===== src/verilog/sfl_pkg.sv =====
package sfl_pkg;

  // ----------------------------------------------------------------------------
  // Clock rate and documented times
  // ----------------------------------------------------------------------------
  localparam int CLK_MHZ      = 20;
  localparam int T_EDPD_US    = 3;
  localparam int T_EUDPD_US   = 3;
  localparam int T_XUDPD_US   = 100;
  localparam int T_RDPD_US    = 35;
  localparam int T_XFR_US     = 200;
  localparam int T_COMP_US    = 200;
  localparam int T_WP_US      = 1;
  localparam int T_EP_MS      = 55;
  localparam int T_P_MS       = 4;

  // Cycle counts, longest times rounded down
  localparam int EDPD_CYC     = T_EDPD_US * CLK_MHZ;
  localparam int EUDPD_CYC    = T_EUDPD_US * CLK_MHZ;
  localparam int XUDPD_CYC    = T_XUDPD_US * CLK_MHZ;
  localparam int RDPD_CYC     = T_RDPD_US * CLK_MHZ;
  localparam int XFR_CYC      = T_XFR_US * CLK_MHZ;
  localparam int COMP_CYC     = T_COMP_US * CLK_MHZ;
  localparam int WP_CYC       = T_WP_US * CLK_MHZ;
  localparam int EP_CYC       = T_EP_MS * 1000 * CLK_MHZ;
  localparam int P_CYC        = T_P_MS * 1000 * CLK_MHZ;
  localparam int CNT_W        = 21;
  localparam int PIN_LAT      = 4; // Pin edge to registered answer: two syncs, edge, output

  // ----------------------------------------------------------------------------
  // Command codes and data path
  // ----------------------------------------------------------------------------
  localparam logic [7:0] OP_DPD    = 8'hb9;
  localparam logic [7:0] OP_RESUME = 8'hab;
  localparam logic [7:0] OP_UDPD   = 8'h79;
  localparam logic [7:0] OP_XFER   = 8'h53;
  localparam logic [7:0] OP_COMP   = 8'h60;
  localparam logic [7:0] OP_EPROG  = 8'h82;
  localparam logic [7:0] OP_PROG   = 8'h88;
  localparam logic [7:0] IDLE_BYTE = 8'hff;
  localparam int         DATA_W    = 8;
  localparam int         FIFO_D    = 8;

  // Link state, one-hot
  typedef enum logic [6:0] {
    SFL_IDLE  = 7'h01,
    SFL_BUSY  = 7'h02,
    SFL_EDPD  = 7'h04,
    SFL_DPD   = 7'h08,
    SFL_EUDPD = 7'h10,
    SFL_UDPD  = 7'h20,
    SFL_WAKE  = 7'h40
  } sfl_state_e;

endpackage : sfl_pkg

===== src/verilog/sfl_link.sv =====
`timescale 1ns/1ps

// ------------------------------------------------------------------------------
// Transmit FIFO
// ------------------------------------------------------------------------------
module sfl_fifo #(
  parameter int WIDTH = 8,
  parameter int DEPTH = 8
) (
  // Clock and reset
  input  wire logic             clk_in,
  input  wire logic             sys_rst_in,
  // Fill side
  input  wire logic             in_valid_in,
  output logic                  in_ready_out,
  input  wire logic [WIDTH-1:0] in_data_in,
  // Drain side
  output logic                  out_valid_out,
  input  wire logic             out_ready_in,
  output logic      [WIDTH-1:0] out_data_out
);
  localparam int AW = $clog2(DEPTH);

  logic [WIDTH-1:0] mem [DEPTH];
  logic [AW-1:0]    wr_ptr_reg;
  logic [AW-1:0]    rd_ptr_reg;
  logic [AW:0]      count_reg;
  logic [AW:0]      count_next;
  logic             push;
  logic             pop;

  // Empty flag and head word; ready is a flop so the top output stays registered
  assign out_valid_out = (count_reg != '0);
  assign out_data_out  = mem[rd_ptr_reg];
  assign push          = in_valid_in && in_ready_out;
  assign pop           = out_ready_in && out_valid_out;
  assign count_next    = count_reg + (AW+1)'(push) - (AW+1)'(pop);

  // Storage
  always_ff @(posedge clk_in) begin
    if (push) begin
      mem[wr_ptr_reg] <= in_data_in;
    end
  end

  // Pointers and fill level
  always_ff @(posedge clk_in) begin
    if (sys_rst_in) begin
      wr_ptr_reg   <= '0;
      rd_ptr_reg   <= '0;
      count_reg    <= '0;
      in_ready_out <= 1'b1;
    end else begin
      if (push) wr_ptr_reg <= wr_ptr_reg + 1'b1;
      if (pop)  rd_ptr_reg <= rd_ptr_reg + 1'b1;
      count_reg    <= count_next;
      in_ready_out <= (count_next != (AW+1)'(DEPTH));
    end
  end
endmodule : sfl_fifo

// ------------------------------------------------------------------------------
// Serial flash link, device end
// ------------------------------------------------------------------------------
module sfl_link #(
  parameter int unsigned EP_CYCLES = sfl_pkg::EP_CYC,
  parameter int unsigned P_CYCLES  = sfl_pkg::P_CYC
) (
  // Clock and reset
  input  wire logic       clk_in,
  input  wire logic       sys_rst_in,
  // Serial pins
  input  wire logic       sck_in,
  input  wire logic       cs_n_in,
  input  wire logic       si_in,
  output logic            so_out,
  output logic            so_oe_out,
  input  wire logic       wp_n_in,
  // Transmit data from the core
  input  wire logic [7:0] tx_data_in,
  input  wire logic       tx_valid_in,
  output logic            tx_ready_out,
  // Received bytes to the core
  output logic [7:0]      rx_data_out,
  output logic            rx_valid_out,
  // Status
  output logic            busy_out,
  output logic            pwr_down_out,
  output logic            ultra_pd_out,
  output logic            protect_out
);
  localparam int EDPD_N  = sfl_pkg::EDPD_CYC;
  localparam int EUDPD_N = sfl_pkg::EUDPD_CYC;
  localparam int WP_N    = sfl_pkg::WP_CYC;

  logic [3:0]          meta_reg;
  logic [3:0]          sync_reg;
  logic                sck_prev_reg;
  logic                si_prev_reg;
  logic                cs_prev_reg;
  logic                sck_s, cs_n_s, si_s, wp_n_s;
  logic                sck_rise, sck_fall, cs_rise, spi_on;
  logic [2:0]          bit_cnt_reg;
  logic [1:0]          byte_cnt_reg;
  logic [7:0]          sh_in_reg;
  logic [7:0]          tx_sh_reg;
  logic [7:0]          opcode_reg;
  logic                load_evt;
  logic                fifo_valid;
  logic [7:0]          fifo_data;
  sfl_pkg::sfl_state_e st_reg, st_next;
  logic [sfl_pkg::CNT_W-1:0] cnt_reg, cnt_next;

  // ----------------------------------------------------------------------------
  // Pin synchronisers and edge detection
  // ----------------------------------------------------------------------------
  // Two flops on every pin
  always_ff @(posedge clk_in) begin
    if (sys_rst_in) begin
      meta_reg <= 4'hf;
      sync_reg <= 4'hf;
    end else begin
      meta_reg <= {wp_n_in, si_in, cs_n_in, sck_in};
      sync_reg <= meta_reg;
    end
  end

  assign sck_s  = sync_reg[0];
  assign cs_n_s = sync_reg[1];
  assign si_s   = sync_reg[2];
  assign wp_n_s = sync_reg[3];

  // Previous levels for edges, reset to the synchroniser's reset level so no
  // false edge follows reset; si is kept one cycle so the level held before a
  // clock rise is taken even when the host moves si on that same rise
  always_ff @(posedge clk_in) begin
    if (sys_rst_in) begin
      sck_prev_reg <= 1'b1;
      si_prev_reg  <= 1'b1;
      cs_prev_reg  <= 1'b1;
    end else begin
      sck_prev_reg <= sck_s;
      si_prev_reg  <= si_s;
      cs_prev_reg  <= cs_n_s;
    end
  end

  // Edges are taken fresh, so either clock idle level works at select fall
  assign sck_rise = sck_s && !sck_prev_reg;
  assign sck_fall = !sck_s && sck_prev_reg;
  assign cs_rise  = cs_n_s && !cs_prev_reg;
  assign spi_on   = !cs_n_s && (st_reg != sfl_pkg::SFL_UDPD) && (st_reg != sfl_pkg::SFL_EUDPD);

  // ----------------------------------------------------------------------------
  // Receive shifter
  // ----------------------------------------------------------------------------
  // Sample on rise, MSB first; select high clears a partial byte
  always_ff @(posedge clk_in) begin
    if (sys_rst_in || !spi_on) begin
      bit_cnt_reg  <= 3'h0;
      byte_cnt_reg <= 2'h0;
      sh_in_reg    <= 8'h00;
    end else if (sck_rise) begin
      sh_in_reg   <= {sh_in_reg[6:0], si_prev_reg};
      bit_cnt_reg <= bit_cnt_reg + 3'h1;
      if (bit_cnt_reg == 3'h7 && byte_cnt_reg != 2'h3) begin
        byte_cnt_reg <= byte_cnt_reg + 2'h1;
      end
    end
  end

  // Completed byte goes out as a one-cycle strobe; first byte is the opcode
  always_ff @(posedge clk_in) begin
    if (sys_rst_in) begin
      rx_data_out  <= 8'h00;
      rx_valid_out <= 1'b0;
      opcode_reg   <= 8'h00;
    end else begin
      rx_valid_out <= 1'b0;
      if (spi_on && sck_rise && bit_cnt_reg == 3'h7) begin
        rx_data_out  <= {sh_in_reg[6:0], si_prev_reg};
        rx_valid_out <= 1'b1;
        if (byte_cnt_reg == 2'h0) opcode_reg <= {sh_in_reg[6:0], si_prev_reg};
      end
    end
  end

  // ----------------------------------------------------------------------------
  // Transmit shifter
  // ----------------------------------------------------------------------------
  assign load_evt = spi_on && sck_fall && bit_cnt_reg == 3'h0 && byte_cnt_reg != 2'h0;

  sfl_fifo #(
    .WIDTH (sfl_pkg::DATA_W),
    .DEPTH (sfl_pkg::FIFO_D)
  ) u_fifo (
    .clk_in        (clk_in),
    .sys_rst_in    (sys_rst_in),
    .in_valid_in   (tx_valid_in),
    .in_ready_out  (tx_ready_out),
    .in_data_in    (tx_data_in),
    .out_valid_out (fifo_valid),
    .out_ready_in  (load_evt),
    .out_data_out  (fifo_data)
  );

  // Launch on fall, inside the low phase; empty FIFO sends idle bytes
  always_ff @(posedge clk_in) begin
    if (sys_rst_in) begin
      so_out    <= 1'b1;
      so_oe_out <= 1'b0;
      tx_sh_reg <= 8'h00;
    end else if (!spi_on) begin
      so_oe_out <= 1'b0;
    end else begin
      so_oe_out <= 1'b1;
      if (load_evt) begin
        so_out    <= fifo_valid ? fifo_data[7] : sfl_pkg::IDLE_BYTE[7];
        tx_sh_reg <= fifo_valid ? {fifo_data[6:0], 1'b0} : {sfl_pkg::IDLE_BYTE[6:0], 1'b0};
      end else if (sck_fall) begin
        so_out    <= tx_sh_reg[7];
        tx_sh_reg <= {tx_sh_reg[6:0], 1'b0};
      end
    end
  end

  // ----------------------------------------------------------------------------
  // Operation sequencer
  // ----------------------------------------------------------------------------
  // Countdown start; the pin latency is taken off so the limit holds from the pin
  function automatic logic [sfl_pkg::CNT_W-1:0] load_cnt(input int unsigned n);
    return sfl_pkg::CNT_W'(n - sfl_pkg::PIN_LAT);
  endfunction : load_cnt

  // Next state and countdown; commands act when select rises
  always_comb begin
    st_next  = st_reg;
    cnt_next = cnt_reg;
    case (st_reg)
      sfl_pkg::SFL_IDLE: begin
        if (cs_rise && byte_cnt_reg != 2'h0) begin
          case (opcode_reg)
            sfl_pkg::OP_DPD: begin
              st_next  = sfl_pkg::SFL_EDPD;
              cnt_next = load_cnt(sfl_pkg::EDPD_CYC);
            end
            sfl_pkg::OP_UDPD: begin
              st_next  = sfl_pkg::SFL_EUDPD;
              cnt_next = load_cnt(sfl_pkg::EUDPD_CYC);
            end
            sfl_pkg::OP_XFER, sfl_pkg::OP_COMP: begin
              st_next  = sfl_pkg::SFL_BUSY;
              cnt_next = load_cnt(sfl_pkg::XFR_CYC);
            end
            sfl_pkg::OP_EPROG: begin
              if (!protect_out) begin
                st_next  = sfl_pkg::SFL_BUSY;
                cnt_next = load_cnt(EP_CYCLES);
              end
            end
            sfl_pkg::OP_PROG: begin
              if (!protect_out) begin
                st_next  = sfl_pkg::SFL_BUSY;
                cnt_next = load_cnt(P_CYCLES);
              end
            end
            default: ;
          endcase
        end
      end
      sfl_pkg::SFL_BUSY, sfl_pkg::SFL_EDPD, sfl_pkg::SFL_EUDPD, sfl_pkg::SFL_WAKE: begin
        // Array commands arriving meanwhile are dropped
        cnt_next = cnt_reg - 1'b1;
        if (cnt_reg <= 1) begin
          cnt_next = '0;
          case (st_reg)
            sfl_pkg::SFL_EDPD:  st_next = sfl_pkg::SFL_DPD;
            sfl_pkg::SFL_EUDPD: st_next = sfl_pkg::SFL_UDPD;
            default:            st_next = sfl_pkg::SFL_IDLE;
          endcase
        end
      end
      sfl_pkg::SFL_DPD: begin
        if (cs_rise && byte_cnt_reg != 2'h0 && opcode_reg == sfl_pkg::OP_RESUME) begin
          st_next  = sfl_pkg::SFL_WAKE;
          cnt_next = load_cnt(sfl_pkg::RDPD_CYC);
        end
      end
      sfl_pkg::SFL_UDPD: begin
        if (!cs_n_s) begin
          st_next  = sfl_pkg::SFL_WAKE;
          cnt_next = load_cnt(sfl_pkg::XUDPD_CYC);
        end
      end
      default: begin
        st_next  = sfl_pkg::SFL_IDLE;
        cnt_next = '0;
      end
    endcase
  end

  // State, counter and status flags
  always_ff @(posedge clk_in) begin
    if (sys_rst_in) begin
      st_reg       <= sfl_pkg::SFL_IDLE;
      cnt_reg      <= '0;
      busy_out     <= 1'b0;
      pwr_down_out <= 1'b0;
      ultra_pd_out <= 1'b0;
    end else begin
      st_reg       <= st_next;
      cnt_reg      <= cnt_next;
      busy_out     <= (st_next != sfl_pkg::SFL_IDLE);
      pwr_down_out <= (st_next == sfl_pkg::SFL_DPD);
      ultra_pd_out <= (st_next == sfl_pkg::SFL_UDPD);
    end
  end

  // Protection tracks the synchronised pin within a few cycles
  always_ff @(posedge clk_in) begin
    if (sys_rst_in) begin
      protect_out <= 1'b0;
    end else begin
      protect_out <= !wp_n_s;
    end
  end
endmodule : sfl_link


===== config.mk =====
export PLATFORM = sky130hd
export DESIGN_NAME = sfl_link
export DESIGN_NICKNAME = d
export VERILOG_FILES = /design/src/verilog/sfl_pkg.sv /design/src/verilog/sfl_link.sv
export SDC_FILE = /design/constraint.sdc
export NUM_CORES = 1
export LEC_CHECK = 0
export BUFFER_PORTS_ARGS = -buffer_cell sky130_fd_sc_hd__buf_4
export CELL_PAD_IN_SITES_DETAIL_PLACEMENT = 0
export CELL_PAD_IN_SITES_GLOBAL_PLACEMENT = 2
export CORE_MARGIN = 1
export CORE_UTILIZATION = 41
export DETAILED_ROUTE_END_ITERATION = 8
export HOLD_SLACK_MARGIN = 0.1
export PLACE_DENSITY = 0.85
export SYNTH_ARGS = -nofsm -noshare
export SYNTH_HDL_FRONTEND = slang
export SYNTH_SLANG_ARGS = --single-unit

===== constraint.sdc =====
create_clock -name clk_in -period 3.9 [get_ports clk_in]
set_input_delay 0.78 -clock clk_in [delete_from_list [all_inputs] [get_ports clk_in]]
set_output_delay 0.78 -clock clk_in [all_outputs]
set_load 0.02 [all_outputs]

==> impl_metrics.toml, run 1 <==
[cts]
cts.reportedPaths.clkPinSlew_ns = 0.06
cts_buffer_depth = 2
root_buffer = "clkbuf_16"
cts_max_level = 4
post_cts_buffers = 0
cts_tree = "done"
ctsResizeCount = 0
hold_buffers = 0
cts_buffers = 17
worst_skew_pair.late_latency_ns = 0.42
cts_num_sinks = 159

[timing]
setup-tns-final_ns = 0
min_period_ns = 2.95
post-route-period-util_pct = 75.7
clock_skew_ns = 0.00908
hold_viol = 0
max_slew_margin_pct = 43.3
fin_hold_ws_ns = 0.391
max_freq_mhz = 339
worstMarginPinSlew_ns = 0.847
finalSetupViolations = 0
final_max_slew_viol_count = 0
setup_ws_ns = 0.946
rsz0062_at_grt = "no"

[final_layout]
post-route-util_pct = 48.0
fin_nets = 682
final_cell_mix = "95 x dfxtp_1, 66 x nand2_1, 64 x edfxtp_1"
num_antenna_cells = 0
drive_above_1_share_pct = 18.3
largest_reg_flops = 64
layout_commonest_cell = "dfxtp_1"
syn_to_final_growth_pct = 14.4

[routing]
vias = 4710
drt_pass1_iterations = 4
finalWirelength_um = 14700
vias_per_cell = 5.32
ant_nets = 0
wire_per_inst_um = 16.6
first_iter_violations = 331
drc = 0

[logic_synthesis]
synth_top_area_share_pct = 27.7
ys_ff_latch = 159
yosysSeqAreaShare_pct = 55.2
yosys.area.top_type = "edfxtp_1"
yosys_most_used_dff = "dfxtp_1"
synth.area.top_cells = "edfxtp_1 28%, dfxtp_1 27%, mux4_2 5.2%, nand2_1 3.6%, nor2_1 3.4%"
synthArstFlopShare_pct = 0
synth.distinct_cells = 67
avgSynthCellArea_sq_um = 11.1
synth_edf_count = 64
syn-num-nets = 657
synth_area_sq_um = 6930
synthCells = 627
synth_warnings = 0

[flow_run]
maxCapViolations = 0

[power]
ir_drop_mv = 0.424
p_leak_uw = 0.00283
power_uw = 3660
powerDensity_nw_per_um2 = 462

[die]
die_h_um = 132
dieArea_sq_um = 17400
ios = 31
rows = 47
coreArea_sq_um = 16500
die_w_um = 132
start_util_pct = 42.0

[global_routing]
antenna_found_initial = 0
grt-ovfl-total = 0
grt_pass1_wl_um = 24300
grt_pass1_vias = 4635
grt_max_degree = 66
grt_use_total_pct = 17.7

[place]
hpwl_um = 9930
gp_congestion = 0.817
port-buffer-count = 30
post-place-ws_ns = 0.964

[status]
status = "complete, no violations"

[critical_path]
cp_data_arrival_time_ns = 3.25
max_stage_delay_ns = 0.58
start_kind = "flip-flop"
cpMostUsedCell = "ha_1"
crit_path_top_delay_cell = "a311o_1"
critPathCaptureType = "flip-flop"
cp_max_fo = 12
critPathKind = "flip-flop to flip-flop"
rrSetupSlack_ns = 0.95
crit_chain = "nor3_1, a311o_1, nor2_1, ha_1, inv_1, ha_1, fa_1, xnor2_1, nand3_1"
crit_required_ns = 4.19

[hold_path]
min_path_type = "flip-flop to flip-flop"
metal layers:
layer | track usage (%) | part of all wire [%] | vias to the layer above
met5 | 0 | 0 | -
li1 | - | - | 2337
met1 | 22.9 | 46 | 2283
met2 | 29.5 | 49 | 73
met3 | 4.15 | 3.1 | 17
met4 | 5.56 | 1.4 | 0
synthesized netlist by cell type (all sizes together), types with 15 or more instances:
master	number
a21oi	38
clkbuf	20
dfxtp	95
edfxtp	64
inv	20
mux2i	22
mux4	16
nand2	66
nand3	16
nor2	62
nor3	17
o21ai	21
or2	15
metrics by stage:
step	instance area, sq um	cells
final	7930	885
after floorplan	6930	627
after global routing	7930	885
after detailed placement	7370	853
after CTS	7930	885
after global placement	7370	853
final cells by class:
type / count / area [sq um]
Clock buffer: 20 / 458
Clock inverter: 12 / 101
Fill cell: 1488 / 8590
Inverter: 20 / 75.1
Multi-Input combinational cell: 416 / 2920
Sequential cell: 159 / 3820
Tap cell: 220 / 275
Timing Repair Buffer: 38 / 285
worst paths after layout:
| path | startpoint | end | cells past startpoint |
|---|---|---|---|
| worst max-delay path | st_reg[1] | u_fifo.in_ready_out | 9 |
| worst max register to register | st_reg[1] | u_fifo.in_ready_out | 9 |
| worst min-delay path | sync_reg[3] | protect_out | 1 |
| worst min register to register | sync_reg[3] | protect_out | 1 |
power breakdown:
part           switching, uW  internal [uW]  leakage (uW)
sequential              26.1           1800       0.00135
clock                    693            868      0.000263
combinational            165            115       0.00122
total                    884           2780       0.00283
cell families (layout without fill, tap and decap cells):
| logic type | count (synthesis) | after routing | synth area share (%) |
|---|---|---|---|
| compound gates | 113 | 113 | 11.3 |
| buf+inv | 52 | 90 | 3.16 |
| simple gates | 239 | 239 | 17.8 |
| xor+xnor | 11 | 11 | 1.39 |
| fa+ha+maj | 15 | 15 | 2.82 |
| flops | 159 | 159 | 55.2 |
| mux | 38 | 38 | 8.37 |
critical path, delay by kind of cell, from the launching register on:
family,cells,cell delay [ns]
XOR/XNOR,1,0.21
AND/OR/NAND/NOR,3,0.69
adder cells (fa/ha/maj),3,0.91
flip-flops,1,0.39
buffers and inverters,1,0.04
AO/OA/AOI/OAI,1,0.58
Power figures use the tool's default switching activity.
==> run 2: changes to the inputs <==
--- a/config.mk
+++ b/config.mk
@@ -5,14 +5,15 @@
 export SDC_FILE = /design/constraint.sdc
 export NUM_CORES = 1
 export LEC_CHECK = 0
+export ABC_AREA = 1
 export BUFFER_PORTS_ARGS = -buffer_cell sky130_fd_sc_hd__buf_4
 export CELL_PAD_IN_SITES_DETAIL_PLACEMENT = 0
 export CELL_PAD_IN_SITES_GLOBAL_PLACEMENT = 2
 export CORE_MARGIN = 1
-export CORE_UTILIZATION = 41
+export CORE_UTILIZATION = 38
 export DETAILED_ROUTE_END_ITERATION = 8
 export HOLD_SLACK_MARGIN = 0.1
-export PLACE_DENSITY = 0.85
+export PLACE_DENSITY = 0.86
 export SYNTH_ARGS = -nofsm -noshare
 export SYNTH_HDL_FRONTEND = slang
 export SYNTH_SLANG_ARGS = --single-unit
==> constraint.sdc (replaced) <==
create_clock -name clk_in -period 3 [get_ports clk_in]
set_input_delay 0.6 -clock clk_in [delete_from_list [all_inputs] [get_ports clk_in]]
set_output_delay 0.6 -clock clk_in [all_outputs]
set_load 0.02 [all_outputs]
==> impl_metrics.toml, run 2 <==
[status]
status = "complete, no violations"

[logic_synthesis]
synth.area.top_cells = "edfxtp_1 26%, dfxtp_1 26%, nand2_1 13%, nand3_1 6.2%, nor2_1 4.2%"
synth_area_sq_um = 7370
synth_warnings = 0
yosysMostFrequentCell = "nand2_1"
ys_top_cells_by_count = "251 x nand2_1, 95 x dfxtp_1, 92 x nand3_1, 83 x nor2_1, 73 x inv_1"
syn-num-nets = 920
synth_edf_count = 64
synth_top_area_share_pct = 26.1
synth.distinct_cells = 38
yosysSeqAreaShare_pct = 51.8
avgSynthCellArea_sq_um = 8.29
yosys_most_used_dff = "dfxtp_1"
ys_ff_latch = 159
synthArstFlopShare_pct = 0
synthCells = 890
yosys.area.top_type = "edfxtp_1"

[critical_path]
r2r_start = "byte_cnt_reg[0]"
path_depth = 13
cpMostUsedCell = "ha_1"
worst_r2r_path_depth = 13
cp_data_arrival_time_ns = 2.97
rrSetupSlack_ns = 0.33
crit_end = "u_fifo.in_ready_out"
crit_path_top_delay_cell = "fa_1"
critPathLaunch = "byte_cnt_reg[0]"
critPathKind = "flip-flop to flip-flop"
crit_required_ns = 3.30
path_buf_inv = 3
critPathCaptureType = "flip-flop"
start_kind = "flip-flop"
cp_max_fo = 9
max_stage_delay_ns = 0.38
crit_family = "adder cells"
crit_chain = "inv_1, ha_1, nor2_1, nand2_1, nor2_4, nand2_2, inv_2, ha_1, inv_1, ha_1, fa_1, xnor2_1, nand4_1"
r2r-end = "u_fifo.in_ready_out"

[die]
coreArea_sq_um = 18900
ios = 31
rows = 50
dieArea_sq_um = 20000
start_util_pct = 39.0
die_h_um = 141
die_w_um = 141

[place]
gp_congestion = 0.817
hpwl_um = 11100
port-buffer-count = 30
postPlaceCellArea_sq_um = 7870

[timing]
max_slew_margin_pct = 28.8
clock_skew_ns = 0.00795
setup-tns-final_ns = 0
hold_viol = 0
fin_hold_ws_ns = 0.358
final_max_slew_viol_count = 0
min_period_ns = 2.67
rsz0062_at_grt = "no"
finalSetupViolations = 0
post-route-period-util_pct = 89.2
worstMarginPinSlew_ns = 1.07
max_freq_mhz = 374

[final_layout]
n_fill_cell = 1904
num_antenna_cells = 0
final_area_sq_um = 8430
largest_reg_flops = 64
syn_to_final_growth_pct = 14.3
layout_commonest_cell = "nand2_1"
drive_above_1_share_pct = 15.4
final_cell_mix = "251 x nand2_1, 95 x dfxtp_1, 92 x nand3_1"
fin_nets = 953

[power]
power_uw = 4770
ir_drop_mv = 0.402
p_leak_uw = 0.00349
powerDensity_nw_per_um2 = 566

[global_routing]
grt_max_degree = 41
grt-ovfl-total = 0
grt_pass1_wl_um = 27600
grt_use_total_pct = 18.0
grt_pass1_vias = 5233
antenna_found_initial = 0

[routing]
finalWirelength_um = 16700
drt_pass1_iterations = 4
ant_nets = 0
drc = 0
vias_per_cell = 4.73
vias = 5656
wire_per_inst_um = 14.0
first_iter_violations = 374

[cts]
root_buffer = "clkbuf_16"
ctsResizeCount = 0
cts.reportedPaths.clkPinSlew_ns = 0.07
cts_buffers = 17
cts_buffer_depth = 2
post_cts_buffers = 0
hold_buffers = 0
cts_num_sinks = 159
cts_tree = "done"
worst_skew_pair.late_latency_ns = 0.42
cts_max_level = 4

[hold_path]
min_path_type = "input port to flip-flop"
min_path_cells = 2
min_from = "sck_in"

[flow_run]
maxCapViolations = 0
[run 2: changes by cell type after synthesis, sizes merged, moves of 7 or more]
cell | before | now
mux2i | 22 | 0
nor2 | 62 | 93
mux4 | 16 | 0
nor3 | 17 | 5
a21oi | 38 | 74
nand2 | 66 | 269
nor4 | 7 | 0
inv | 20 | 82
nand3 | 16 | 99
nor3b | 9 | 0
o31ai | 8 | 0
[run 2: area by class of cell]
| class | instances | area (sq um) | share of cell area (%) |
|---|---|---|---|
| Inverter | 82 | 308 | 3.65 |
| Clock inverter | 13 | 129 | 1.53 |
| Multi-Input combinational cell | 618 | 3070 | 36.4 |
| Tap cell | 260 | 325 | 3.86 |
| Timing Repair Buffer | 45 | 338 | 4.01 |
| Sequential cell | 159 | 3820 | 45.4 |
| Clock buffer | 19 | 433 | 5.14 |
[run 2: kinds of logic after synthesis]
logic type | share of synthesized area [%]
AOI/OAI and AO/OA | 7.75
xor gates and xnor gates | 1.90
adders and majority gates | 2.65
buffers and inverters | 6.50
DFF | 51.8
and+or+nand+nor | 29.4
[run 2: worst min-delay path by stage]
stage / endpoint / slack (ns)
after floorplan: protect_out / 0.36
after global placement: protect_out / 0.36
after detailed placement: protect_out / 0.37
after CTS: meta_reg[2] / 0.34
after global routing: meta_reg[1] / 0.33
final: meta_reg[0] / 0.36
[run 2: stage by stage]
step	setup slack, ns	utilization, %	cells
floorplan	0.634	-	890
global placement	0.422	41.6	1164
detailed placement	0.344	41.6	1164
CTS	0.318	44.6	1196
global route	0.0554	44.6	1196
finish	0.325	44.6	1196
[run 2: worst reg2reg max path, stage by stage (launching register included)]
cell and delay [ns]:
dfxtp_1 0.35, inv_1 0.07, ha_1 0.27, nor2_1 0.12, nand2_1 0.19, nor2_4 0.19
nand2_2 0.12, inv_2 0.14, ha_1 0.14, inv_1 0.04, ha_1 0.20, fa_1 0.38
xnor2_1 0.23, nand4_1 0.13
[run 2: where the power goes]
group | internal, uW | switching [uW] | leakage (uW) | total (uW)
Combinational | 112 | 214 | 0.00187 | 326
Sequential | 2330 | 26.1 | 0.00135 | 2360
Clock | 1160 | 922 | 0.000274 | 2090
Total | 3610 | 1160 | 0.00349 | 4770
[run 2: per-layer routing]
| layer | global-route usage [%] | vias up | share of wire [%] |
|---|---|---|---|
| li1 | - | 2968 | - |
| met1 | 25.1 | 2597 | 51 |
| met2 | 27.8 | 80 | 46 |
| met3 | 4.22 | 11 | 3.2 |
| met4 | 4.92 | 0 | 0.68 |
| met5 | 0 | - | 0 |
